**config.mk**
```make
export PLATFORM = sky130hd
export DESIGN_NAME = ums_line_status
export DESIGN_NICKNAME = d
export VERILOG_FILES = /design/src/design/ums_pkg.sv /design/src/design/ums_brk_detect.sv /design/src/design/ums_line_status.sv /design/src/design/ums_rx_tags.sv
export VERILOG_INCLUDE_DIRS = /design/src /design/src/design
export SDC_FILE = /design/constraint.sdc
export NUM_CORES = 1
export LEC_CHECK = 0
export BUFFER_PORTS_ARGS = -buffer_cell sky130_fd_sc_hd__buf_2
export CAP_MARGIN = 25
export CORE_MARGIN = 5
export CORE_UTILIZATION = 35
export DETAILED_ROUTE_END_ITERATION = 8
export GPL_ROUTABILITY_DRIVEN = 0
export PLACE_DENSITY_LB_ADDON = 0.15
export SKIP_LAST_GASP = 1
export SLEW_MARGIN = 25
export SYNTH_ARGS = -nofsm -noshare
export SYNTH_HDL_FRONTEND = slang
export SYNTH_SLANG_ARGS = --single-unit
```
**constraint.sdc**
```tcl
create_clock -name i_clk_sys -period 7.2 [get_ports i_clk_sys]
set_input_delay 0.72 -clock i_clk_sys [delete_from_list [all_inputs] [get_ports i_clk_sys]]
set_output_delay 0.72 -clock i_clk_sys [all_outputs]
set_load 0.02 [all_outputs]
```
**src/design/ums_defines.svh**
```systemverilog
// Purpose: Offsets, field positions, reset values and timing counts of the line status block.
// Assumes: Register offsets are 4-bit indexes on the plain register port.
// Notes: Definitions only.
`ifndef UMS_DEFINES_SVH
`define UMS_DEFINES_SVH
`define UMS_OFF_TX_HOLD 4'h0
`define UMS_OFF_INT_EN 4'h1
`define UMS_OFF_FIFO_CTL 4'h2
`define UMS_OFF_LINE_CTL 4'h3
`define UMS_OFF_MODEM_CTL 4'h4
`define UMS_OFF_LINE_STATUS 4'h5
`define UMS_OFF_EVT_STATUS 4'h8
`define UMS_OFF_EVT_CLEAR 4'h9
`define UMS_OFF_EVT_ENABLE 4'ha
`define UMS_MC_DTR 0
`define UMS_MC_RTS 1
`define UMS_LS_OVERRUN 1
`define UMS_LS_PARITY 2
`define UMS_LS_FRAMING 3
`define UMS_LS_BREAK 4
`define UMS_LS_HOLD_EMPTY 5
`define UMS_LS_TX_IDLE 6
`define UMS_LS_FIFO_ERR 7
`define UMS_IE_LINE 0
`define UMS_IE_HOLD 1
`define UMS_EVT_LINE 0
`define UMS_EVT_HOLD 1
`define UMS_RST_MODEM_CTL 5'h00
`define UMS_RST_LINE_CTL 4'h3
`define UMS_SAMPLES_PER_BIT 8'h10
`define UMS_HALF_BIT_SAMPLES 8'h08
`endif

```
**src/design/ums_pkg.sv**
```systemverilog
// Purpose: Types shared by the line status block and its helpers.
// Assumes: Nothing beyond the defines header.
// Notes: Every design module keeps its state in one of these structs, except the tag memory of ums_rx_tags.
package ums_pkg;

  typedef struct packed {
    logic brk;
    logic ferr;
    logic perr;
  } ums_tag_t;

  typedef enum logic [1:0] {
    UMS_BRK_IDLE,
    UMS_BRK_LOW,
    UMS_BRK_HELD,
    UMS_BRK_RECOVER
  } ums_brk_st_t;

  typedef struct packed {
    ums_brk_st_t st;
    logic [7:0] cnt;
    logic push;
    logic start_ok;
  } ums_brk_state_t;

  typedef struct packed {
    logic [4:0] wr;
    logic [4:0] rd;
    logic [5:0] count;
    logic [5:0] err_cnt;
    logic head_new;
  } ums_tags_state_t;

  typedef struct packed {
    logic [4:0] modem_ctl;
    logic [1:0] int_en;
    logic fifo_mode;
    logic [3:0] line_ctl;
    logic ls_overrun;
    logic ls_parity;
    logic ls_framing;
    logic ls_break;
    logic hold_empty;
    logic tx_idle;
    logic fifo_err;
    logic [1:0] evt_status;
    logic [1:0] evt_en;
    logic [7:0] rd_data;
    logic irq;
    logic rts_n;
    logic dtr_n;
    logic brk_push;
    logic start_ok;
  } ums_main_state_t;

endpackage

```
**src/design/ums_brk_detect.sv**
```systemverilog
// Purpose: Watches the received data line for a break and for the recovery after it.
// Assumes: i_sample_en pulses sixteen times per bit from the baud divider.
// Notes: One zero character is requested per break, however long the line stays low.
`include "ums_defines.svh"
`timescale 1ns/1ns
module ums_brk_detect (
  input wire logic i_clk_sys,
  input wire logic i_reset_n,
  input wire logic i_sample_en,
  input wire logic i_rxd,
  input wire logic [7:0] i_char_samples,
  output logic o_push,
  output logic o_start_ok
);
  ums_pkg::ums_brk_state_t s_reg;
  ums_pkg::ums_brk_state_t s_next;

  always_comb begin
    s_next = s_reg;
    s_next.push = 1'b0;
    if (i_sample_en) begin
      case (s_reg.st)
        ums_pkg::UMS_BRK_IDLE: begin
          s_next.cnt = 8'h00;
          if (!i_rxd) begin
            s_next.st = ums_pkg::UMS_BRK_LOW;
            s_next.cnt = 8'h01;
          end
        end
        ums_pkg::UMS_BRK_LOW: begin
          if (i_rxd) begin
            s_next.st = ums_pkg::UMS_BRK_IDLE;
          end else if (s_reg.cnt > i_char_samples) begin
            s_next.st = ums_pkg::UMS_BRK_HELD; // [RULE9]
            s_next.push = 1'b1; // [RULE12]
            s_next.start_ok = 1'b0;
          end else begin
            s_next.cnt = s_reg.cnt + 8'h01;
          end
        end
        ums_pkg::UMS_BRK_HELD: begin
          s_next.cnt = 8'h00;
          if (i_rxd) begin
            s_next.st = ums_pkg::UMS_BRK_RECOVER;
            s_next.cnt = 8'h01;
          end
        end
        ums_pkg::UMS_BRK_RECOVER: begin
          if (!i_rxd) begin
            s_next.st = ums_pkg::UMS_BRK_HELD;
          end else if (s_reg.cnt >= `UMS_HALF_BIT_SAMPLES) begin
            s_next.st = ums_pkg::UMS_BRK_IDLE; // [RULE13]
            s_next.start_ok = 1'b1;
          end else begin
            s_next.cnt = s_reg.cnt + 8'h01;
          end
        end
        default: begin
          s_next.st = ums_pkg::UMS_BRK_IDLE;
        end
      endcase
    end
  end

  always_ff @(posedge i_clk_sys or negedge i_reset_n) begin
    if (!i_reset_n) begin
      s_reg <= '{st: ums_pkg::UMS_BRK_IDLE, cnt: 8'h00, push: 1'b0, start_ok: 1'b1};
    end else begin
      s_reg <= s_next;
    end
  end

  assign o_push = s_reg.push;
  assign o_start_ok = s_reg.start_ok;

  a_one_push: assert property (@(posedge i_clk_sys) disable iff (!i_reset_n)
    s_reg.push |=> !s_reg.push) else $error("break push longer than one cycle"); // [RULE12]
endmodule

```
**src/design/ums_line_status.sv**
```systemverilog
// Purpose: Modem handshake outputs and line status flags of a serial port.
// Assumes: Transmit and receive paths sit outside and report their events as inputs.
// Notes: All outputs are registered; reads answer one cycle after the read strobe.
// Contract
// RULE1 - Modem control bit 1 set drives the request-to-send pin low, clear drives it high.
// RULE2 - Modem control bit 0 set drives the terminal-ready pin low, clear drives it high.
// RULE3 - Outside FIFO mode line status bit 7 always reads zero.
// RULE4 - In FIFO mode bit 7 is set while a tagged character is held and a read clears it only once none remains.
// RULE5 - Bit 6 is one exactly when holding and shift registers are both empty, read-only.
// RULE6 - Outside FIFO mode bit 5 sets on a move into the shift register and clears on a holding register write.
// RULE7 - In FIFO mode bit 5 follows an empty transmit FIFO and clears as soon as one byte is written.
// RULE8 - Bit 5 with its interrupt enable set raises the serial port interrupt; here o_irq also needs evt_en bit 1 set.
// RULE9 - Bit 4 sets when the data input stays low for longer than one character time.
// RULE10 - A read of line status clears the break flag; here a read in the cycle a new entry reaches the head keeps it set.
// RULE11 - In FIFO mode a break is kept with its entry and shown only when that entry reaches the head.
// RULE12 - Each break loads exactly one zero character into the receive FIFO.
// RULE13 - After a break no new character starts before the input has been high for half a bit.
// RULE14 - Any of bits 1 to 4 becoming set raises the receiver line status interrupt when enabled.
// RULE15 - Bit 3 sets for a character whose stop bit was zero and clears on a line status read; here a read in the cycle a new entry reaches the head keeps it.
// RULE16 - Bit 1 sets at once on an overrun, in FIFO mode only when full, and clears on a read.
// RULE17 - Only a read of the line status offset clears its flags.
`include "ums_defines.svh"
`timescale 1ns/1ns
module ums_line_status #(
  parameter int RX_DEPTH = 16
) (
  input wire logic i_clk_sys,
  input wire logic i_reset_n,
  input wire logic [3:0] i_addr,
  input wire logic [7:0] i_wr_data,
  input wire logic i_wr_en,
  input wire logic i_rd_en,
  output logic [7:0] o_rd_data,
  input wire logic i_sample_en,
  input wire logic i_rxd,
  input wire logic i_rx_push,
  input wire logic i_rx_perr,
  input wire logic i_rx_ferr,
  input wire logic i_rx_pop,
  input wire logic i_tx_load,
  input wire logic i_tsr_empty,
  input wire logic i_txf_empty,
  output logic o_rts_n,
  output logic o_dtr_n,
  output logic o_brk_char_push,
  output logic o_rx_start_ok,
  output logic o_irq
);
  // ****************************************************************
  // Helpers
  // ****************************************************************
  ums_pkg::ums_main_state_t s_reg;
  ums_pkg::ums_main_state_t s_next;
  ums_pkg::ums_tag_t rx_tag;
  ums_pkg::ums_tag_t head_tag;
  logic head_new;
  logic rx_full;
  logic err_any;
  logic brk_push;
  logic start_ok;
  logic ls_read;
  logic hold_wr;
  logic [7:0] ls_value;
  logic [3:0] low_flags_next;

  // Character time in sixteenth-bit samples: start, data and parity bits plus any second stop bit.
  function automatic logic [7:0] char_samples(input logic [3:0] lc);
    logic [7:0] bits;
    bits = 8'h06 + {6'h00, lc[1:0]} + {7'h00, lc[3]} + {7'h00, lc[2]};
    char_samples = 8'(bits * `UMS_SAMPLES_PER_BIT);
  endfunction

  function automatic logic is_access(input logic en, input logic [3:0] a, input logic [3:0] off);
    is_access = en && a == off;
  endfunction

  assign rx_tag = '{brk: brk_push, ferr: i_rx_ferr & ~brk_push, perr: i_rx_perr & ~brk_push};

  ums_brk_detect u_brk (
    .i_clk_sys(i_clk_sys),
    .i_reset_n(i_reset_n),
    .i_sample_en(i_sample_en),
    .i_rxd(i_rxd),
    .i_char_samples(char_samples(s_reg.line_ctl)),
    .o_push(brk_push),
    .o_start_ok(start_ok)
  );

  ums_rx_tags #(
    .DEPTH(RX_DEPTH)
  ) u_tags (
    .i_clk_sys(i_clk_sys),
    .i_reset_n(i_reset_n),
    .i_fifo_mode(s_reg.fifo_mode),
    .i_push(i_rx_push | brk_push),
    .i_tag(rx_tag),
    .i_pop(i_rx_pop),
    .o_head(head_tag),
    .o_head_new(head_new),
    .o_full(rx_full),
    .o_err_any(err_any)
  );

  // ****************************************************************
  // Next state
  // ****************************************************************
  always_comb begin
    ls_read = is_access(i_rd_en, i_addr, `UMS_OFF_LINE_STATUS); // [RULE17]
    hold_wr = is_access(i_wr_en, i_addr, `UMS_OFF_TX_HOLD);
    ls_value = 8'h00;
    ls_value[`UMS_LS_OVERRUN] = s_reg.ls_overrun;
    ls_value[`UMS_LS_PARITY] = s_reg.ls_parity;
    ls_value[`UMS_LS_FRAMING] = s_reg.ls_framing;
    ls_value[`UMS_LS_BREAK] = s_reg.ls_break;
    ls_value[`UMS_LS_HOLD_EMPTY] = s_reg.hold_empty;
    ls_value[`UMS_LS_TX_IDLE] = s_reg.tx_idle;
    ls_value[`UMS_LS_FIFO_ERR] = s_reg.fifo_err & s_reg.fifo_mode; // [RULE3]
    s_next = s_reg;

    if (i_wr_en) begin
      case (i_addr)
        `UMS_OFF_INT_EN: s_next.int_en = i_wr_data[1:0];
        `UMS_OFF_FIFO_CTL: s_next.fifo_mode = i_wr_data[0];
        `UMS_OFF_LINE_CTL: s_next.line_ctl = i_wr_data[3:0];
        `UMS_OFF_MODEM_CTL: s_next.modem_ctl = i_wr_data[4:0];
        `UMS_OFF_EVT_ENABLE: s_next.evt_en = i_wr_data[1:0];
        `UMS_OFF_EVT_CLEAR: s_next.evt_status = s_reg.evt_status & ~i_wr_data[1:0];
        default: s_next.modem_ctl = s_reg.modem_ctl;
      endcase
    end

    // Overrun clears first so that an event in the same cycle still sets it; a new head in the same cycle keeps the old parity, framing and break flags.
    if (ls_read) begin
      s_next.ls_overrun = 1'b0; // [RULE16]
      s_next.ls_parity = 1'b0;
      s_next.ls_framing = 1'b0; // [RULE15]
      s_next.ls_break = 1'b0; // [RULE10]
    end
    if ((i_rx_push | brk_push) && rx_full && !i_rx_pop) begin
      s_next.ls_overrun = 1'b1; // [RULE16]
    end
    if (head_new) begin
      s_next.ls_parity = s_reg.ls_parity | head_tag.perr;
      s_next.ls_framing = s_reg.ls_framing | head_tag.ferr; // [RULE15]
      s_next.ls_break = s_reg.ls_break | head_tag.brk; // [RULE11]
    end

    if (err_any) begin
      s_next.fifo_err = 1'b1; // [RULE4]
    end else if (ls_read) begin
      s_next.fifo_err = 1'b0; // [RULE4]
    end

    if (s_reg.fifo_mode) begin
      s_next.hold_empty = i_txf_empty && !hold_wr; // [RULE7]
    end else if (i_tx_load) begin
      s_next.hold_empty = 1'b1; // [RULE6]
    end else if (hold_wr) begin
      s_next.hold_empty = 1'b0; // [RULE6]
    end
    s_next.tx_idle = s_next.hold_empty && i_tsr_empty; // [RULE5]

    low_flags_next = {s_next.ls_break, s_next.ls_framing, s_next.ls_parity, s_next.ls_overrun};
    if ((low_flags_next & ~{s_reg.ls_break, s_reg.ls_framing, s_reg.ls_parity, s_reg.ls_overrun})
        != 4'h0 && s_reg.int_en[`UMS_IE_LINE]) begin
      s_next.evt_status[`UMS_EVT_LINE] = 1'b1; // [RULE14]
    end
    // A level source: the bit keeps setting while the flag stays up, so a clear only sticks
    // once the holding register has been refilled.
    if (s_reg.hold_empty && s_reg.int_en[`UMS_IE_HOLD]) begin
      s_next.evt_status[`UMS_EVT_HOLD] = 1'b1; // [RULE8]
    end
    s_next.irq = (s_next.evt_status & s_next.evt_en) != 2'h0;

    s_next.rd_data = 8'h00;
    if (i_rd_en) begin
      case (i_addr)
        `UMS_OFF_INT_EN: s_next.rd_data = {6'h00, s_reg.int_en};
        `UMS_OFF_FIFO_CTL: s_next.rd_data = {7'h00, s_reg.fifo_mode};
        `UMS_OFF_LINE_CTL: s_next.rd_data = {4'h0, s_reg.line_ctl};
        `UMS_OFF_MODEM_CTL: s_next.rd_data = {3'h0, s_reg.modem_ctl};
        `UMS_OFF_LINE_STATUS: s_next.rd_data = ls_value;
        `UMS_OFF_EVT_STATUS: s_next.rd_data = {6'h00, s_reg.evt_status};
        `UMS_OFF_EVT_ENABLE: s_next.rd_data = {6'h00, s_reg.evt_en};
        default: s_next.rd_data = 8'h00;
      endcase
    end

    s_next.rts_n = !s_next.modem_ctl[`UMS_MC_RTS]; // [RULE1]
    s_next.dtr_n = !s_next.modem_ctl[`UMS_MC_DTR]; // [RULE2]
    s_next.brk_push = brk_push; // [RULE12]
    s_next.start_ok = start_ok; // [RULE13]
  end

  // ****************************************************************
  // State register
  // ****************************************************************
  always_ff @(posedge i_clk_sys or negedge i_reset_n) begin
    if (!i_reset_n) begin
      s_reg <= '0;
      s_reg.modem_ctl <= `UMS_RST_MODEM_CTL;
      s_reg.line_ctl <= `UMS_RST_LINE_CTL;
      s_reg.rts_n <= 1'b1;
      s_reg.dtr_n <= 1'b1;
      s_reg.start_ok <= 1'b1;
    end else begin
      s_reg <= s_next;
    end
  end

  assign o_rd_data = s_reg.rd_data;
  assign o_rts_n = s_reg.rts_n;
  assign o_dtr_n = s_reg.dtr_n;
  assign o_brk_char_push = s_reg.brk_push;
  assign o_rx_start_ok = s_reg.start_ok;
  assign o_irq = s_reg.irq;

  // ****************************************************************
  // Checks
  // ****************************************************************
  a_rts_follows: assert property (@(posedge i_clk_sys) disable iff (!i_reset_n)
    (i_wr_en && i_addr == `UMS_OFF_MODEM_CTL) |=> o_rts_n == !$past(i_wr_data[1]))
    else $error("request-to-send pin does not follow control bit"); // [RULE1]
  a_dtr_follows: assert property (@(posedge i_clk_sys) disable iff (!i_reset_n)
    (i_wr_en && i_addr == `UMS_OFF_MODEM_CTL) |=> o_dtr_n == !$past(i_wr_data[0]))
    else $error("terminal-ready pin does not follow control bit"); // [RULE2]
  a_fifo_err_450: assert property (@(posedge i_clk_sys) disable iff (!i_reset_n)
    (i_rd_en && i_addr == `UMS_OFF_LINE_STATUS && !s_reg.fifo_mode) |=> !o_rd_data[7])
    else $error("fifo error bit read as one outside fifo mode"); // [RULE3]
  a_fifo_err_held: assert property (@(posedge i_clk_sys) disable iff (!i_reset_n)
    err_any |=> s_reg.fifo_err) else $error("fifo error flag lost while tags remain"); // [RULE4]
  a_tx_idle_both: assert property (@(posedge i_clk_sys) disable iff (!i_reset_n)
    s_reg.tx_idle |-> s_reg.hold_empty && $past(i_tsr_empty))
    else $error("transmitter idle while a register holds data"); // [RULE5]
  a_hold_clears: assert property (@(posedge i_clk_sys) disable iff (!i_reset_n)
    (i_wr_en && i_addr == `UMS_OFF_TX_HOLD && !i_tx_load) |=> !s_reg.hold_empty)
    else $error("holding empty flag still set after a write"); // [RULE6]
  a_hold_sets: assert property (@(posedge i_clk_sys) disable iff (!i_reset_n)
    (i_tx_load && !s_reg.fifo_mode) |=> s_reg.hold_empty)
    else $error("holding empty flag missed a load"); // [RULE6]
  a_hold_irq: assert property (@(posedge i_clk_sys) disable iff (!i_reset_n)
    (s_reg.hold_empty && s_reg.int_en[1] && s_reg.evt_en[1]) |=> ##1 o_irq)
    else $error("holding empty interrupt not raised"); // [RULE8]
  a_break_clear: assert property (@(posedge i_clk_sys) disable iff (!i_reset_n)
    (i_rd_en && i_addr == `UMS_OFF_LINE_STATUS && !head_new) |=> !s_reg.ls_break)
    else $error("break flag survived a line status read"); // [RULE10]
  a_other_keeps: assert property (@(posedge i_clk_sys) disable iff (!i_reset_n)
    (s_reg.ls_framing && !(i_rd_en && i_addr == `UMS_OFF_LINE_STATUS)) |=> s_reg.ls_framing)
    else $error("framing flag cleared without a line status read"); // [RULE17]
  a_line_event: assert property (@(posedge i_clk_sys) disable iff (!i_reset_n)
    ($rose(s_reg.ls_overrun) && $past(s_reg.int_en[0])) |-> s_reg.evt_status[0])
    else $error("line status event missed"); // [RULE14]
  a_brk_char: assert property (@(posedge i_clk_sys) disable iff (!i_reset_n)
    o_brk_char_push |=> !o_brk_char_push [*8])
    else $error("second zero character within one break"); // [RULE12]

  c_break_seen: cover property (@(posedge i_clk_sys) disable iff (!i_reset_n)
    o_brk_char_push ##[1:1000] s_reg.ls_break);
  c_overrun: cover property (@(posedge i_clk_sys) disable iff (!i_reset_n)
    $rose(s_reg.ls_overrun));
  c_hold_irq: cover property (@(posedge i_clk_sys) disable iff (!i_reset_n)
    s_reg.hold_empty && o_irq);
  c_fifo_err: cover property (@(posedge i_clk_sys) disable iff (!i_reset_n)
    s_reg.fifo_mode && s_reg.fifo_err ##1 !s_reg.fifo_err);
endmodule

```
**src/design/ums_rx_tags.sv**
```systemverilog
// Purpose: Keeps the error tags of every character in the receive FIFO.
// Assumes: Pushes and pops mirror the receive data FIFO one for one.
// Notes: Outside FIFO mode the store behaves as a single holding slot.
`timescale 1ns/1ns
module ums_rx_tags #(
  parameter int DEPTH = 16
) (
  input wire logic i_clk_sys,
  input wire logic i_reset_n,
  input wire logic i_fifo_mode,
  input wire logic i_push,
  input wire ums_pkg::ums_tag_t i_tag,
  input wire logic i_pop,
  output ums_pkg::ums_tag_t o_head,
  output logic o_head_new,
  output logic o_full,
  output logic o_err_any
);
  localparam int AW = $clog2(DEPTH);

  initial begin
    if (DEPTH < 2 || DEPTH > 16 || (DEPTH & (DEPTH - 1)) != 0) begin
      $error("DEPTH must be a power of two from 2 to 16");
    end
  end

  ums_pkg::ums_tag_t mem [DEPTH];
  ums_pkg::ums_tags_state_t s_reg;
  ums_pkg::ums_tags_state_t s_next;
  logic full;
  logic do_push;
  logic do_pop;

  function automatic logic has_err(input ums_pkg::ums_tag_t t);
    has_err = t.brk | t.ferr | t.perr;
  endfunction

  always_comb begin
    full = i_fifo_mode ? (s_reg.count == 6'(DEPTH)) : (s_reg.count != 6'h00);
    do_pop = i_pop && s_reg.count != 6'h00;
    do_push = i_push && (!full || do_pop);
    s_next = s_reg;
    s_next.head_new = (do_push && (s_reg.count == 6'h00 || (do_pop && s_reg.count == 6'h01)))
      || (do_pop && s_reg.count > 6'h01);
    if (do_push) begin
      s_next.wr = 5'((s_reg.wr + 5'h01) & 5'(DEPTH - 1));
    end
    if (do_pop) begin
      s_next.rd = 5'((s_reg.rd + 5'h01) & 5'(DEPTH - 1));
    end
    s_next.count = s_reg.count + {5'h00, do_push} - {5'h00, do_pop};
    s_next.err_cnt = s_reg.err_cnt + {5'h00, do_push && has_err(i_tag)}
      - {5'h00, do_pop && has_err(mem[s_reg.rd[AW-1:0]])};
  end

  always_ff @(posedge i_clk_sys) begin
    if (do_push) begin
      mem[s_reg.wr[AW-1:0]] <= i_tag; // [RULE11]
    end
  end

  always_ff @(posedge i_clk_sys or negedge i_reset_n) begin
    if (!i_reset_n) begin
      s_reg <= '0;
    end else begin
      s_reg <= s_next;
    end
  end

  assign o_head = mem[s_reg.rd[AW-1:0]];
  assign o_head_new = s_reg.head_new;
  assign o_full = full;
  assign o_err_any = s_reg.err_cnt != 6'h00;

  a_count_bound: assert property (@(posedge i_clk_sys) disable iff (!i_reset_n)
    s_reg.err_cnt <= s_reg.count) else $error("more tagged entries than entries"); // [RULE4]
endmodule

```
==> metrics.md <==
| Metric | Value |
|---|---|
| Status | complete, no violations |
| Crit start category | flop |
| # Max-Cap Violations | 0 |
| RSZ-0062 raised after global routing | no |
| Largest area contributor in the netlist | dfrtp_1 |
| Gr ovfl total | 0 |
| Met2 wire length | 5890 um |
| Register bit total from synthesis | 117 |
| Diode count | 0 |
| Post-CTS Setup Inserts | 0 |
| DR iter-0 viols | 205 |
| Core ar. | 0.0160 sq mm |
| Hold buffer count at cts | 0 |
| Worst-Skew Late Latency | 0.42 ns |
| CP required | roughly 7.5 ns |
| Avg WL per Cell | 15.5 um |
| Number of enable flip-flop cells after synthesis | 48 |
| Clock sinks | 117 |
| Post-synthesis cell type count | 56 |
| Worst-path cell chain | buf_4 > mux4_1 > mux2_2 > nand2_1 > nand2_1 > nor3_1 > nor2_1 > ha_1 > inv_1 > ha_1 > inv_1 > fa_1 > inv_1 > a21oi_1 > nor2_1 > nor2_1 > xnor2_1 |
| Final hold violation count | 0 |
| VDD IR max | 0.000184 V |
| Worst slew pin tran | 0.888 ns |
| Metal3 WL | 414 um |
| Clk buf depth | 2 |
| Top sig layer | met4 |
| Leakage power | around 2.9 nW |
| Largest net degree at the start of global routing | 70 |
| I/O pin cnt | 38 |
| Drt total wl | 11800 um |
| Tmin final | between 3 and 4 ns |
| Final Skew | approximately 0.0087 ns |
| PwrDens | 384 mW/mm^2 |
| Clock-pin slew on the worst setup and hold paths | 0.06 ns |
| CP max FO | 23 |
| Max reg flops | 48 |
| Post-CTS sizing | 0 |
| First-pass detailed-route iteration total | 5 |
| Clock Tree Root | clkbuf_16 |
| DP Wirelength | 8310 um |
| Hold crit path type | in2async |
| Dpl cells | 725 |
| DRC | 0 |
| Worst setup EP type | flop |
| Synthesized Nets | 553 |
| Most frequent cells in the layout | dfrtp_1 (63), nor2_1 (48), edfxtp_1 (48) |
| CP max-delay cell | mux4_1 |
| Non-filler cells, final | approximately 760 |
| Maximum clock frequency | 0.284 GHz |
| M1 WL | 5390 um |
| Initial antenna violation count | 0 |
| Die Height | 138 um |
| Layout cell share with drive strength beyond 1 | 17.2% |
| Power Total | between 2 and 3 mW |
| DR vias | 3715 |
| CP top delay family | multiplexers |
| Buf/Inv on CP | 4 |
| Max-slew violation count | 0 |
| Seq/Total Area, Yosys | between 50% and 60% |
| CTS tree | yes |
| Post-Syn Area | 0.00576 sq mm |
| Tcrit/Tclk final | 48.9% |
| Commonest non-fill, non-tap cell in the layout | dfrtp_1 |
| Async S/R FF share, synth | between 50% and 60% |
| Crit path largest cell delay | 0.62 ns |
| Vias per cell | roughly 4.9 |
| Synthesized area per cell | ~12 sq um |
| Initial Util | roughly 36% |
| Yosys top cell area share | 27.4% |
| Fin Hold WS | 0.234 ns |
| Area delta synth->final | 17.0% |
| Final net count | 587 |
| Post-layout util | between 40% and 50% |
| Antenna Nets Post-Route | 0 |
| DIE WIDTH | between 100 and 150 um |
| Gr usage total | 13.0% |
| Ranking of synthesized cells by area | dfrtp_1 (27%), edfxtp_1 (25%), ha_1 (6.5%) |
| Port bufs | 34 |
| Top_reg_cell synth | dfrtp_1 |
| First-pass GRT wire length | 19700 um |
| YS warnings | 0 |
| CTS Buf Count | 17 |
| Max H-tree Level | 4 |
| Slew Limit Headroom | 40.6% |
| Critical path class | reg2reg |
| Worst path arrival time | between 3 and 4 ns |
| Mapped Cells | ~500 |
| Row count | 46 |
| Final TNS setup | 0 ns |
| Die area | 0.0191 sq mm |
| Vias in the first global route | 3826 |
| Final number of setup-violating endpoints | 0 |
-- cell type report --
type,count,area (sq um)
clock buffer,17,425
sequential,117,3180
clock inverter,15,205
multi-input combinational,317,2310
inverter,40,150
fill,1540,9260
tap,216,270
timing repair buffer,36,200
-- synth_stat cells (4+ instances only) --
master and n:
a22oi_1 11, nor2_1 48, xor2_1 5, nand3_1 11, nand4_1 5, o21ai_0 12, nand2_1 39, dfstp_2 6
clkbuf_1 7, a21oi_1 22, nor3b_1 6, buf_4 8, mux2i_1 24, nor2b_1 10, xnor2_1 10, o21a_1 4
nor3_1 7, edfxtp_1 48, mux2_2 13, dfrtp_1 63, ha_1 30, or4_1 5, o31ai_1 5, inv_1 40
-- kinds of logic after synthesis --
family | synth area share [%]
xor gates and xnor gates | 2.28
muxes | 8.47
adders and majority gates | 7.56
AOI/OAI and AO/OA | 8.80
and+or+nand+nor | 13.0
DFF | 55.1
buffers and inverters | 4.78
-- worst paths after layout --
| path | from | end | slack, ns | depth (start not counted) |
|---|---|---|---|---|
| setup / recovery | u_tags.s_reg[14]$_DFFE_PN0P_ | u_tags.s_reg[5]$_DFF_PN0_ | 3.68 | 17 |
| hold / removal | i_reset_n | u_brk.s_reg[5]$_DFFE_PN0P_ | 0.23 | 1 |
| setup reg to reg | u_tags.s_reg[14]$_DFFE_PN0P_ | u_tags.s_reg[5]$_DFF_PN0_ | 3.68 | 17 |
| hold reg to reg | u_brk.o_start_ok$_DFFE_PN1P_ | o_rx_start_ok$_DFF_PN1_ | 0.37 | 0 |
| max in group asynchronous | i_reset_n | s_reg[25]$_DFFE_PN1P_ | 6.34 | 2 |
| min in group i_clk_sys | u_brk.o_start_ok$_DFFE_PN1P_ | o_rx_start_ok$_DFF_PN1_ | 0.37 | 0 |
-- per-stage QoR --
step / cell area, sq um / setup slack [ns]
floorplan: 5760 / 4.19
global placement: 6080 / 3.67
detailed placement: 6090 / 3.61
CTS: 6720 / 3.60
global route: 6740 / 3.41
finish: 6740 / 3.68
-- layer usage --
layer  up-vias  GRT usage (%)
met5         -              0
met4         0           4.06
met3         9           4.14
met2        54           21.6
met1      1815           16.1
li1       1837              -
-- power by group --
| group | internal, mW | total [mW] | leakage (nW) | switching (mW) |
|---|---|---|---|---|
| registers | 0.828 | 0.946 | 1.28 | 0.118 |
| logic | 0.339 | 0.752 | 1.34 | 0.413 |
| clock network | 0.581 | 0.892 | 0.300 | 0.311 |
| total | 1.75 | 2.59 | 2.91 | 0.842 |
No activity file was read; power rests on OpenSTA's default activity.
